$ cat src/pkg/wmto_regs.svh
// Register offsets, field positions, reset values and timing counts of the warning block.
`ifndef WMTO_REGS_SVH
`define WMTO_REGS_SVH
// Printed offsets such as 3635h are not multiples of four, so they are indices; byte address = 4 * index.
`define WMTO_IDX_GAIN 16'h3634
`define WMTO_IDX_FILTER 16'h3635
`define WMTO_IDX_VTHR 16'h3637
`define WMTO_IDX_MASK 16'h3638
`define WMTO_IDX_DISP 16'h3700
`define WMTO_IDX_WSTAT 16'h3639
`define WMTO_IDX_ISTAT 16'h363a
`define WMTO_IDX_IMASK 16'h363b
`define WMTO_IDX_CFG 16'h363c
`define WMTO_IDX_DISPVAL 16'h3701
`define WMTO_RST_GAIN 16'h0000
`define WMTO_RST_FILTER 16'h000a
`define WMTO_RST_VTHR 16'h0000
`define WMTO_RST_MASK 16'h0004
`define WMTO_RST_DISP 16'h0000
`define WMTO_RST_CFG 16'h0303
`define WMTO_MAX_GAIN 16'h7530
`define WMTO_MAX_FILTER 16'h1900
`define WMTO_MAX_VTHR 16'h03e8
`define WMTO_MAX_DISP 16'h7fff
`define WMTO_RATIO_LIMIT 8'h55
`define WMTO_BIT_BATT 0
`define WMTO_BIT_LIFE 2
`define WMTO_BIT_ENCHOT 3
`define WMTO_BIT_ENCCOM 4
`define WMTO_BIT_REGEN 5
`define WMTO_BIT_FAN 6
`define WMTO_BIT_OVLD 7
`define WMTO_BIT_EXTENC 8
`define WMTO_BIT_VIB 9
`define WMTO_BIT_EXTCOM 10
`define WMTO_CFG_ENC_LSB 0
`define WMTO_CFG_EXT_LSB 8
`define WMTO_FAN_TIME_MS 1000
`define WMTO_CLK_MHZ 100
`define WMTO_FAN_CYCLES (`WMTO_FAN_TIME_MS * 1000 * `WMTO_CLK_MHZ)
`define WMTO_ERRCNT_MAX 16'hffff
`define WMTO_ANGLE_MAX 8'hff
`endif

$ cat src/pkg/wmto_pkg.sv
// Types shared by the warning and tuning object block.
package wmto_pkg;
  typedef logic [15:0] wmto_word_t;
  typedef enum logic [1:0] {WMTO_AX_IDLE, WMTO_AX_RESP} wmto_wst_e;
endpackage : wmto_pkg

$ cat src/wmto_core.sv
// Warning supervision, tuning objects and AXI4-Lite register slave.
//
// The AXI4-Lite slave port was decided locally.
`timescale 1ns/1ps
`default_nettype none
`include "wmto_regs.svh"

module wmto_core #(
  parameter int unsigned FAN_CYCLES = `WMTO_FAN_CYCLES
) (
  // Clock and reset.
  input wire logic i_clk,
  input wire logic i_rstn,
  // AXI4-Lite slave.
  input wire logic [17:0] i_awaddr,
  input wire logic i_awvalid,
  output logic o_awready,
  input wire logic [31:0] i_wdata,
  input wire logic [3:0] i_wstrb,
  input wire logic i_wvalid,
  output logic o_wready,
  output logic [1:0] o_bresp,
  output logic o_bvalid,
  input wire logic i_bready,
  input wire logic [17:0] i_araddr,
  input wire logic i_arvalid,
  output logic o_arready,
  output logic [31:0] o_rdata,
  output logic [1:0] o_rresp,
  output logic o_rvalid,
  input wire logic i_rready,
  // Drive condition inputs, asynchronous to the clock.
  input wire logic [7:0] i_load_ratio,
  input wire logic [7:0] i_regen_ratio,
  input wire logic i_battery_low,
  input wire logic i_fan_stopped,
  input wire logic i_enc_comm_err,
  input wire logic i_enc_overheat,
  input wire logic [15:0] i_torque_vib,
  input wire logic i_life_short,
  input wire logic i_ext_enc_warn,
  input wire logic i_ext_comm_err,
  input wire logic i_fully_closed,
  input wire logic [7:0] i_mech_angle,
  input wire logic [7:0] i_elec_angle,
  input wire logic [7:0] i_node_addr,
  input wire logic [7:0] i_zphase,
  // Results.
  output logic [15:0] o_warn,
  output logic o_irq,
  output logic [15:0] o_gain_applied,
  output logic [15:0] o_filter_time,
  output logic [7:0] o_display
);
  import wmto_pkg::*;

  ////////////////////////////////////////////////////////////////////////////////
  localparam int NSYNC = 56;
  localparam logic [31:0] FAN_LAST = 32'(FAN_CYCLES - 1);

  typedef struct packed {
    logic [NSYNC-1:0] s1;
    logic [NSYNC-1:0] s2;
    logic enc_err_d;
    logic ext_err_d;
    logic aw_got;
    logic w_got;
    logic [15:0] aw_idx;
    logic [31:0] wd;
    logic [3:0] ws;
    wmto_wst_e wst;
    logic bvalid;
    logic [1:0] bresp;
    logic rvalid;
    logic [31:0] rdata;
    logic [1:0] rresp;
    logic awrdy;
    logic wrdy;
    logic arrdy;
    wmto_word_t gain;
    wmto_word_t filter;
    wmto_word_t vthr;
    wmto_word_t mask;
    wmto_word_t disp;
    wmto_word_t cfg;
    wmto_word_t imask;
    wmto_word_t istat;
    wmto_word_t warn;
    logic irq;
    logic [31:0] fan_cnt;
    wmto_word_t enc_run;
    wmto_word_t ext_run;
    wmto_word_t enc_tot;
    wmto_word_t ext_tot;
    wmto_word_t gain_out;
    wmto_word_t filt_out;
    logic [7:0] dout;
  } wmto_state_s;

  wmto_state_s st_r;
  wmto_state_s st_nxt;

  ////////////////////////////////////////////////////////////////////////////////
  // Every pin input passes two flops before any logic looks at it.
  logic [NSYNC-1:0] pin_in;
  assign pin_in = {i_load_ratio, i_regen_ratio, i_battery_low, i_fan_stopped, i_enc_comm_err,
                   i_enc_overheat, i_torque_vib, i_life_short, i_ext_enc_warn, i_ext_comm_err,
                   i_fully_closed, i_mech_angle, i_elec_angle};
  logic [7:0] load_s, regen_s, mech_s, elec_s;
  logic batt_s, fan_s, enc_s, hot_s, life_s, xw_s, xc_s, fc_s;
  logic [15:0] vib_s;
  assign {load_s, regen_s, batt_s, fan_s, enc_s, hot_s, vib_s, life_s, xw_s, xc_s, fc_s,
          mech_s, elec_s} = st_r.s2;

  // Node address and Z-phase count come in through their own two flop stages.
  logic [15:0] aux_s1_r, aux_s2_r;
  logic [7:0] node_latch_r;
  logic [1:0] node_age_r;
  always_ff @(posedge i_clk or negedge i_rstn) begin
    if (!i_rstn) begin
      aux_s1_r <= 16'h0000;
      aux_s2_r <= 16'h0000;
      node_latch_r <= 8'h00;
      node_age_r <= 2'h0;
    end else begin
      aux_s1_r <= {i_node_addr, i_zphase};
      aux_s2_r <= aux_s1_r;
      if (node_age_r != 2'h3) begin
        node_age_r <= node_age_r + 2'h1;
      end
      // The address is caught once both sync stages hold it, and ignores later switch changes.
      if (node_age_r == 2'h2) begin
        node_latch_r <= aux_s2_r[15:8];
      end
    end
  end

  ////////////////////////////////////////////////////////////////////////////////
  logic [15:0] cond;
  logic [15:0] ev_set;
  logic aw_fire, w_fire, wr_go, ar_fire;
  logic [15:0] ar_idx;
  logic [15:0] wval;
  logic wr_ok;

  function automatic logic [15:0] clamp(input logic [15:0] v, input logic [15:0] mx);
    clamp = (v > mx) ? mx : v;
  endfunction : clamp

  always_comb begin
    st_nxt = st_r;
    st_nxt.s1 = pin_in;
    st_nxt.s2 = st_r.s1;
    st_nxt.enc_err_d = enc_s;
    st_nxt.ext_err_d = xc_s;
    // Fan stop timer restarts whenever the fan turns again.
    if (!fan_s) begin
      st_nxt.fan_cnt = 32'h0;
    end else if (st_r.fan_cnt < FAN_LAST) begin
      st_nxt.fan_cnt = st_r.fan_cnt + 32'h1;
    end
    // Error inputs are one pulse per error; two clean samples in a row end the series.
    if (enc_s && !st_r.enc_err_d) begin
      st_nxt.enc_run = (st_r.enc_run == `WMTO_ERRCNT_MAX) ? st_r.enc_run : st_r.enc_run + 16'h1;
      st_nxt.enc_tot = (st_r.enc_tot == `WMTO_ERRCNT_MAX) ? st_r.enc_tot : st_r.enc_tot + 16'h1;
    end else if (!enc_s && st_r.enc_err_d) begin
      st_nxt.enc_run = st_r.enc_run;
    end
    if (xc_s && !st_r.ext_err_d) begin
      st_nxt.ext_run = (st_r.ext_run == `WMTO_ERRCNT_MAX) ? st_r.ext_run : st_r.ext_run + 16'h1;
      st_nxt.ext_tot = (st_r.ext_tot == `WMTO_ERRCNT_MAX) ? st_r.ext_tot : st_r.ext_tot + 16'h1;
    end
    if (!enc_s && !st_r.enc_err_d) begin
      st_nxt.enc_run = 16'h0;
    end
    if (!xc_s && !st_r.ext_err_d) begin
      st_nxt.ext_run = 16'h0;
    end

    cond = 16'h0000;
    cond[`WMTO_BIT_OVLD] = (load_s >= `WMTO_RATIO_LIMIT);
    cond[`WMTO_BIT_REGEN] = (regen_s >= `WMTO_RATIO_LIMIT);
    cond[`WMTO_BIT_BATT] = batt_s;
    cond[`WMTO_BIT_FAN] = fan_s && (st_r.fan_cnt == FAN_LAST);
    cond[`WMTO_BIT_ENCCOM] = (st_r.enc_run > {8'h00, st_r.cfg[7:0]});
    cond[`WMTO_BIT_ENCHOT] = hot_s;
    cond[`WMTO_BIT_VIB] = (vib_s > st_r.vthr);
    cond[`WMTO_BIT_LIFE] = life_s;
    cond[`WMTO_BIT_EXTENC] = xw_s;
    cond[`WMTO_BIT_EXTCOM] = (st_r.ext_run > {8'h00, st_r.cfg[15:8]});
    st_nxt.warn = cond & ~st_r.mask;
    ev_set = st_nxt.warn & ~st_r.warn;

    st_nxt.gain_out = fc_s ? st_r.gain : 16'h0000;
    st_nxt.filt_out = st_r.filter;
    unique case (st_r.disp)
      16'h0001: st_nxt.dout = mech_s;
      16'h0002: st_nxt.dout = elec_s;
      16'h0003: st_nxt.dout = st_r.ext_tot[7:0];
      16'h0004: st_nxt.dout = node_latch_r;
      16'h0005: st_nxt.dout = st_r.enc_tot[7:0];
      16'h0006: st_nxt.dout = st_r.ext_tot[7:0];
      16'h0007: st_nxt.dout = aux_s2_r[7:0];
      default: st_nxt.dout = 8'h00;
    endcase

    // AXI4-Lite write path: address and data taken in either order.
    aw_fire = i_awvalid && !st_r.aw_got && (st_r.wst == WMTO_AX_IDLE);
    w_fire = i_wvalid && !st_r.w_got && (st_r.wst == WMTO_AX_IDLE);
    if (aw_fire) begin
      st_nxt.aw_got = 1'b1;
      st_nxt.aw_idx = i_awaddr[17:2];
    end
    if (w_fire) begin
      st_nxt.w_got = 1'b1;
      st_nxt.wd = i_wdata;
      st_nxt.ws = i_wstrb;
    end
    wr_go = st_r.aw_got && st_r.w_got && (st_r.wst == WMTO_AX_IDLE);
    wval = st_r.wd[15:0];
    wr_ok = 1'b1;
    st_nxt.istat = st_r.istat;
    if (wr_go) begin
      st_nxt.aw_got = 1'b0;
      st_nxt.w_got = 1'b0;
      st_nxt.wst = WMTO_AX_RESP;
      st_nxt.bvalid = 1'b1;
      // Partial strobes keep the untouched byte of a 16-bit object.
      unique case (st_r.aw_idx)
        `WMTO_IDX_GAIN: wval = {st_r.ws[1] ? st_r.wd[15:8] : st_r.gain[15:8],
                                st_r.ws[0] ? st_r.wd[7:0] : st_r.gain[7:0]};
        `WMTO_IDX_FILTER: wval = {st_r.ws[1] ? st_r.wd[15:8] : st_r.filter[15:8],
                                  st_r.ws[0] ? st_r.wd[7:0] : st_r.filter[7:0]};
        `WMTO_IDX_VTHR: wval = {st_r.ws[1] ? st_r.wd[15:8] : st_r.vthr[15:8],
                                st_r.ws[0] ? st_r.wd[7:0] : st_r.vthr[7:0]};
        `WMTO_IDX_MASK: wval = {st_r.ws[1] ? st_r.wd[15:8] : st_r.mask[15:8],
                                st_r.ws[0] ? st_r.wd[7:0] : st_r.mask[7:0]};
        `WMTO_IDX_DISP: wval = {st_r.ws[1] ? st_r.wd[15:8] : st_r.disp[15:8],
                                st_r.ws[0] ? st_r.wd[7:0] : st_r.disp[7:0]};
        `WMTO_IDX_CFG: wval = {st_r.ws[1] ? st_r.wd[15:8] : st_r.cfg[15:8],
                               st_r.ws[0] ? st_r.wd[7:0] : st_r.cfg[7:0]};
        `WMTO_IDX_IMASK: wval = {st_r.ws[1] ? st_r.wd[15:8] : st_r.imask[15:8],
                                 st_r.ws[0] ? st_r.wd[7:0] : st_r.imask[7:0]};
        `WMTO_IDX_ISTAT: wval = {st_r.ws[1] ? st_r.wd[15:8] : 8'h00,
                                 st_r.ws[0] ? st_r.wd[7:0] : 8'h00};
        default: wr_ok = (st_r.aw_idx == `WMTO_IDX_WSTAT) || (st_r.aw_idx == `WMTO_IDX_DISPVAL);
      endcase
      // Out-of-range values are clamped rather than refused so software sees a legal setting.
      unique case (st_r.aw_idx)
        `WMTO_IDX_GAIN: st_nxt.gain = clamp(wval, `WMTO_MAX_GAIN);
        `WMTO_IDX_FILTER: st_nxt.filter = clamp(wval, `WMTO_MAX_FILTER);
        `WMTO_IDX_VTHR: st_nxt.vthr = clamp(wval, `WMTO_MAX_VTHR);
        `WMTO_IDX_MASK: st_nxt.mask = wval;
        `WMTO_IDX_DISP: st_nxt.disp = clamp(wval, `WMTO_MAX_DISP);
        `WMTO_IDX_CFG: st_nxt.cfg = wval;
        `WMTO_IDX_IMASK: st_nxt.imask = wval;
        `WMTO_IDX_ISTAT: st_nxt.istat = st_r.istat & ~wval;
        default: st_nxt.istat = st_r.istat;
      endcase
      st_nxt.bresp = wr_ok ? 2'b00 : 2'b10;
    end
    // A new event wins over a clear in the same cycle.
    st_nxt.istat = st_nxt.istat | ev_set;
    if (st_r.bvalid && i_bready) begin
      st_nxt.bvalid = 1'b0;
      st_nxt.wst = WMTO_AX_IDLE;
    end
    st_nxt.irq = |(st_nxt.istat & ~st_nxt.imask);

    // AXI4-Lite read path: one read at a time, answered the cycle after acceptance.
    ar_fire = i_arvalid && !st_r.rvalid;
    ar_idx = i_araddr[17:2];
    if (ar_fire) begin
      st_nxt.rvalid = 1'b1;
      st_nxt.rresp = 2'b00;
      st_nxt.rdata = 32'h0;
      unique case (ar_idx)
        `WMTO_IDX_GAIN: st_nxt.rdata[15:0] = st_r.gain;
        `WMTO_IDX_FILTER: st_nxt.rdata[15:0] = st_r.filter;
        `WMTO_IDX_VTHR: st_nxt.rdata[15:0] = st_r.vthr;
        `WMTO_IDX_MASK: st_nxt.rdata[15:0] = st_r.mask;
        `WMTO_IDX_DISP: st_nxt.rdata[15:0] = st_r.disp;
        `WMTO_IDX_WSTAT: st_nxt.rdata[15:0] = st_r.warn;
        `WMTO_IDX_ISTAT: st_nxt.rdata[15:0] = st_r.istat;
        `WMTO_IDX_IMASK: st_nxt.rdata[15:0] = st_r.imask;
        `WMTO_IDX_CFG: st_nxt.rdata[15:0] = st_r.cfg;
        `WMTO_IDX_DISPVAL: st_nxt.rdata[15:0] = {8'h00, st_r.dout};
        default: st_nxt.rresp = 2'b10;
      endcase
    end else if (st_r.rvalid && i_rready) begin
      st_nxt.rvalid = 1'b0;
    end
    // Ready outputs are registered copies of the acceptance conditions.
    st_nxt.awrdy = !st_nxt.aw_got && (st_nxt.wst == WMTO_AX_IDLE);
    st_nxt.wrdy = !st_nxt.w_got && (st_nxt.wst == WMTO_AX_IDLE);
    st_nxt.arrdy = !st_nxt.rvalid;
  end

  always_ff @(posedge i_clk or negedge i_rstn) begin
    if (!i_rstn) begin
      st_r <= '0;
      st_r.wst <= WMTO_AX_IDLE;
      st_r.filter <= `WMTO_RST_FILTER;
      st_r.mask <= `WMTO_RST_MASK;
      st_r.gain <= `WMTO_RST_GAIN;
      st_r.vthr <= `WMTO_RST_VTHR;
      st_r.disp <= `WMTO_RST_DISP;
      st_r.cfg <= `WMTO_RST_CFG;
      st_r.filt_out <= `WMTO_RST_FILTER;
      st_r.awrdy <= 1'b1;
      st_r.wrdy <= 1'b1;
      st_r.arrdy <= 1'b1;
    end else begin
      st_r <= st_nxt;
    end
  end

  ////////////////////////////////////////////////////////////////////////////////
  assign o_awready = st_r.awrdy;
  assign o_wready = st_r.wrdy;
  assign o_bvalid = st_r.bvalid;
  assign o_bresp = st_r.bresp;
  assign o_arready = st_r.arrdy;
  assign o_rvalid = st_r.rvalid;
  assign o_rdata = st_r.rdata;
  assign o_rresp = st_r.rresp;
  assign o_warn = st_r.warn;
  assign o_irq = st_r.irq;
  assign o_gain_applied = st_r.gain_out;
  assign o_filter_time = st_r.filt_out;
  assign o_display = st_r.dout;
endmodule : wmto_core
`default_nettype wire

$ cat config.mk
export PLATFORM = sky130hd
export DESIGN_NAME = wmto_core
export DESIGN_NICKNAME = d
export VERILOG_FILES = /design/src/pkg/wmto_pkg.sv /design/src/wmto_core.sv
export VERILOG_INCLUDE_DIRS = /design/src /design/src/pkg
export SDC_FILE = /design/constraint.sdc
export NUM_CORES = 1
export LEC_CHECK = 0
export ABC_CLOCK_PERIOD_IN_PS = 3900
export BUFFER_PORTS_ARGS = -buffer_cell sky130_fd_sc_hd__buf_2
export CORE_MARGIN = 3
export CORE_UTILIZATION = 50
export CTS_BUF_LIST = sky130_fd_sc_hd__clkbuf_2 sky130_fd_sc_hd__clkbuf_4 sky130_fd_sc_hd__clkbuf_8
export DETAILED_ROUTE_END_ITERATION = 10
export GPL_TIMING_DRIVEN = 0
export PLACE_DENSITY = 0.7
export SETUP_SLACK_MARGIN = 0.5
export SYNTH_ARGS = -nofsm -noshare
export SYNTH_HDL_FRONTEND = slang
export SYNTH_SLANG_ARGS = --single-unit
$ cat constraint.sdc
create_clock -name i_clk -period 3.9 [get_ports i_clk]
set_input_delay 0.78 -clock i_clk [delete_from_list [all_inputs] [get_ports i_clk]]
set_output_delay 0.78 -clock i_clk [all_outputs]
set_load 0.02 [all_outputs]
# Word level (Yosys, flattened, before mapping)
# Cells that the tools add are included.
[classes] n_addsub=6 n_lt_le_gt_ge=10 n_eq_ne=37 n_mux=47 n_bitwise=11 reduce_logical=46
[op_table] operator="16-bit by 14-bit equality test with 1-bit output (second input constant)" n=20
[op_table] operator="16-bit two-way mux" n=14
[op_table] operator="16-bit case mux with 10 select lines" n=1
[op_table] operator="8-bit two-way mux" n=16
[op_table] operator="16-bit case mux with 8 select lines" n=1
[op_table] operator="32-bit two-way mux" n=3
[op_table] operator="16-bit by 1-bit adder with 16-bit output (second input constant)" n=4
[op_table] operator="16-bit equality test (second input constant)" n=4
[op_table] operator="16-bit by 3-bit equality test with 1-bit output (second input constant)" n=4
[op_table] operator="16-bit inverter" n=4
[op_table] operator="16-bit AND" n=3
[op_table] operator="8-bit case mux with 6 select lines" n=1
[op_table] operator="32-bit by 1-bit adder with 32-bit output (second input constant)" n=1
[op_table] operator="16-bit by 2-bit equality test with 1-bit output (second input constant)" n=2
[op_table] operator="32-bit by 27-bit equality test with 1-bit output (second input constant)" n=1
[op_table] operator="16-bit by 15-bit > comparator with 1-bit output (second input constant)" n=2
[op_table] operator="16-bit by 8-bit > comparator with 1-bit output" n=2
[op_table] operator="32-bit by 27-bit < comparator with 1-bit output (second input constant)" n=1
[op_table] operator="2-bit AND reduction" n=10
[op_table] operator="11-bit by 16-bit AND with 16-bit output" n=1
[op_table] operator="16-bit by 1-bit equality test with 1-bit output (second input constant)" n=1
[op_table] operator="8-bit by 7-bit >= comparator with 1-bit output (second input constant)" n=2
[op_table] operator="16-bit by 10-bit > comparator with 1-bit output (second input constant)" n=1
[op_table] operator="16-bit by 13-bit > comparator with 1-bit output (second input constant)" n=1
[op_table] operator="20 further kinds" n=57
[word_totals] reg_bits=500 output_inout_bits=98

# Longest topological paths before layout
[depth] word_depth=10 mapped_depth=14 mapped_depth_nobuf=11

# Worst setup path before layout
# No wires, ideal clock.
[synth_timing] path_type="register to register" from="register st_r[361] in the netlist's numbering" to="register st_r[273] in the netlist's numbering" t_arrival_ns=2.897 t_required_ns=3.779 setup_slack_ns=0.881 path_stages_with_launch=15 cell_sequence="dfrtp_1 > buf_6 > or2_1 > buf_2 > or4_1 > buf_2 > or3_4 > a221oi_4 > or2_1 > buf_6 > o22ai_1 > a21boi_1 > a2bb2oi_2 > buf_6 > o22a_1"
[synth_between] elab_chain_len=5
[synth_rtl] item="start: declaration" line_no="wmto_core.sv:100" rtl="wmto_state_s st_r;"
[synth_rtl] item="start signal: assignment" line_no="wmto_core.sv:314" rtl="st_r <= st_nxt;"
[synth_rtl] item="16-bit by 14-bit equality test with 1-bit output, on equally long branches" line_no="wmto_core.sv:229, wmto_core.sv:249"
[synth_rtl] item="16-bit case mux with 8 select lines" line_no="wmto_core.sv:229" rtl="unique case (st_r.aw_idx)"
[synth_rtl] item="16-bit two-way mux" line_no="wmto_core.sv:223" rtl="if (wr_go) begin"
[synth_rtl] item="16-bit by 15-bit > comparator with 1-bit output" line_no="wmto_core.sv:147" rtl="clamp = (v > mx) ? mx : v;"
[synth_rtl] item="16-bit two-way mux" line_no="wmto_core.sv:147"
# Parallel ways exist; a longest one is shown, timed or not. The select of a mux whose other input is x is not followed.
# A chain may end at the register's enable or synchronous reset.

# Worst setup path after layout
[layout_timing] from="register st_r[362] in the netlist's numbering" to="register st_r[266] in the netlist's numbering"
# Same word-level chain as after synthesis.

==> results summary <==
The flow ran to the end, and the final reports show no timing, DRC or antenna violations. The number of max-cap violations is 0. The number of global-route vias before repair was 18400. The worst max-slew margin expressed relative to the limit is 0.236. The die outline height came out at ~220 um. The clock input transition at the sequential cells of the worst setup and hold paths is 0.06 ns. The worst-case IR drop observed on VDD is 463 uV. The effective utilization at floorplan came out at 0.512.

The filler-free cell count of the finished design is 3118. Clock latency on the worst-skew pair, taken at its later pin, is about 0.71 ns. CTS saw 492 sinks. The sum of overflow across all layers after global routing came out at 0. For this design the ratio of total power to cell area is 552 nW/um2. The total count of max-transition violations in the final report came out at 0.

In the final routed layout, each cell accounts on average for approximately 26 um. The total number of nets in the final design is 2658. The area growth from synthesis to final layout came out at 23.0%.

The total wire length came out at between 70 and 80 mm. The number of different library cells used by synthesis comes to 91. The min-delay analysis places its worst path in the category in -> reg. The CTS tree is done.

The maximum number of buffers from clock root to sink is 3. The top fanout value on the critical path came out at 10. In this run the static leakage power is 12.6 nW. The leading cell type in the layout, fill and taps excluded is sky130_fd_sc_hd__dfrtp_1. The floorplan die width came out at 217 um. Among all flip-flop cells after synthesis, the most frequent one is sky130_fd_sc_hd__dfrtp_1. The final worst hold slack is 0.184 ns. Synthesis inferred 492 register bits. The worst setup path is captured at a flop. After layout, the minimum clock period comes to 3.55 ns. For the pin with the worst max-slew slack, the measured transition is 1.13 ns. The required arrival time at the worst endpoint is 4.48 ns. The pin count of the biggest net entering global routing is 133. The post-synthesis async set-or-reset flop share came out at 1.00. The design area is 27400 um2. In the finished design, the share of the clock period the worst path needs comes to 0.911.

The cell area reported after detailed placement is 24300 um2. The data arrival time of the critical path is slightly above 4 ns. For this run, the number of Yosys warnings is 0. The level count of the clock H-tree is 3. The final clock skew is 0.0418 ns. The number of iterations in the first detailed-routing pass came out at 9. The total routing usage reported by global routing is 0.335. The initial antenna violation count was 4. The cell total after placement came out at 2911.

The total negative slack for setup checks came out at 0 ns. Timing would allow up to 282 MHz. In this run the count of I/O pins placed on the die edge is ~250. Detailed routing inserted a total of about 19000 vias. The clock root buffer is sky130_fd_sc_hd__clkbuf_8. The placer's final routability congestion estimate is around 1.0.

The core box area is 43600 um2. The layout filler cell count came out at ~3600. Once detailed placement completed, the half-perimeter wirelength came to 57.9 mm. Row generation in the floorplan step produced 76 rows. The number of synthesized flops with an enable pin came out at 0. The final count of negative-setup-slack endpoints is 0. The number of instances in the synthesized netlist came out at 2094. The fraction of layout instances using a drive strength above 1 came out at 0.278. The total die area is 47100 um2. The final-report hold violation count is 0. The post-synthesis area per instance came out at about 11 um2. The area occupied by multi-input gates is roughly 9300 um2.

The top cell types in the final layout, fill and taps aside, are sky130_fd_sc_hd__dfrtp_1 (478), sky130_fd_sc_hd__nand2_1 (246), sky130_fd_sc_hd__buf_2 (207), sky130_fd_sc_hd__buf_4 (156), sky130_fd_sc_hd__o21ai_0 (116). The overall power came out at around 0.015 W. The total DRC errors in the routed layout is 0. The clock buffer count from CTS came out at about 80.

Once detail routing completed, the nets flagged for antenna violations numbered 0. The number of input and output port buffers inserted is 202. The average via count per standard cell came out at 5.98. The post-synthesis instance area is 22300 um2.

The wire length of the first global-routing pass came out at 117 mm. After the first detailed-routing iteration, the DRC count stood at 1945. The worst setup path is launched from a flop. By startpoint and endpoint, the worst setup path is classified as reg -> reg. Setup repair after global routing could not meet its margin everywhere. The area used by sequential logic in the layout came out at 12300 um2. The part of the Yosys area used for sequential elements came out at 0.553.
==> stage by stage <==
stage	util	setup slack, ns
floorplan	-	0.881
global placement	0.554	-7.46
detailed placement	0.557	-0.920
CTS	0.622	0.490
global route	0.629	0.323
finish	0.629	0.349
==> routing by layer <==
layer | vias up | share of wire | wire length (um) | GRT usage
met5 | - | 0.00014 | 11 | 0
met4 | 2 | 0.057 | 4520 | 0.160
met3 | 277 | 0.10 | 8170 | 0.104
met2 | 1034 | 0.45 | 35700 | 0.515
met1 | 9145 | 0.39 | 31200 | 0.436
li1 | 8178 | - | - | -
==> final cells by class <==
type                    instances  share of cell area
well taps                     585              0.0267
repair buffers                270              0.0610
inverters                      78              0.0108
clock inverters                20              0.0104
plain buffers                 180              0.0448
diodes                          1           0.0000913
multi-input cells            1367               0.339
clock buffers                 125              0.0573
flip-flops and latches        492               0.450
==> critical path: stages, from the launching register on <==
cell and delay (ns):
sky130_fd_sc_hd__dfrtp_2 0.46, sky130_fd_sc_hd__buf_6 0.19, sky130_fd_sc_hd__buf_6 0.20, sky130_fd_sc_hd__buf_8 0.23
sky130_fd_sc_hd__nand3b_1 0.24, sky130_fd_sc_hd__a21oi_1 0.14, sky130_fd_sc_hd__o41ai_2 0.42, sky130_fd_sc_hd__o221ai_1 0.24
sky130_fd_sc_hd__o21ai_1 0.20, sky130_fd_sc_hd__clkbuf_8 0.22, sky130_fd_sc_hd__o22ai_2 0.08, sky130_fd_sc_hd__a21boi_2 0.21
sky130_fd_sc_hd__a2bb2oi_4 0.15, sky130_fd_sc_hd__buf_8 0.18, sky130_fd_sc_hd__o31ai_4 0.23
==> power by group <==
part,total [W],internal (W),switching [W]
Clock,0.00506,0.00293,0.00213
Sequential,0.00589,0.00550,0.000393
Combinational,0.00418,0.00148,0.00270
==> worst paths after layout <==
check | depth (start not counted) | from | slack (ns) | end
hold reg to reg | 0 | st_nxt[386] | 0.34 | elec_s[6]
max in group asynchronous | 4 | i_rstn | 2.02 | st_r[368]
hold / removal | 1 | i_ext_comm_err | 0.18 | st_nxt[397]
min in group asynchronous | 2 | i_rstn | 0.53 | o_rdata[3]
setup / recovery | 14 | st_r[362] | 0.35 | st_r[266]
setup reg to reg | 14 | st_r[362] | 0.35 | st_r[266]
==> repair_timing <==
action	4_1_cts	5_1_grt
setup buffers	48	11
endpoints found under the setup margin	113	42
hold endpoints to repair	20	0
pin swaps	22	13
hold buffers	1	0
cloned	0	1
gates resized for setup	145	43
==> cells in the mapped netlist, types with 27 or more instances <==
cell type,count,area [um2]
sky130_fd_sc_hd__clkbuf_1,66,248
sky130_fd_sc_hd__nor3_1,35,175
sky130_fd_sc_hd__and2_1,49,307
sky130_fd_sc_hd__ha_1,39,488
sky130_fd_sc_hd__a21oi_1,56,280
sky130_fd_sc_hd__nand3_1,67,335
sky130_fd_sc_hd__xnor2_1,34,298
sky130_fd_sc_hd__xor2_1,27,236
sky130_fd_sc_hd__inv_1,77,289
sky130_fd_sc_hd__a22oi_1,39,293
sky130_fd_sc_hd__a222oi_1,33,330
sky130_fd_sc_hd__dfrtp_1,480,12000
sky130_fd_sc_hd__o21ai_0,122,611
sky130_fd_sc_hd__buf_4,93,698
sky130_fd_sc_hd__nand4_1,33,206
sky130_fd_sc_hd__mux2_2,40,450
sky130_fd_sc_hd__and3_1,33,206
sky130_fd_sc_hd__nor2_1,119,447
sky130_fd_sc_hd__nand2_1,247,927
==> logic make-up (layout without fill, tap and decap cells) <==
logic type,after synthesis,in the layout,share of synthesized area
buf+inv,258,673,0.0610
simple gates,723,723,0.165
xor+xnor,61,61,0.0240
compound gates,463,463,0.146
fa+ha+maj,39,39,0.0219
flops,492,492,0.553
other cells,1,25,0.000168
mux,57,57,0.0279
==> sequential cells by signal (all words and copies together), names as in the netlist, 10 cells and up <==
| register | flops |
|---|---|
| o_gain_applied | 16 |
| aux_s1_r | 16 |
| st_r | 264 |
| o_filter_time | 16 |
| aux_s2_r | 16 |
| o_rdata | 16 |
| o_warn | 10 |
| st_nxt | 73 |
(Power assumes the default switching activity.)
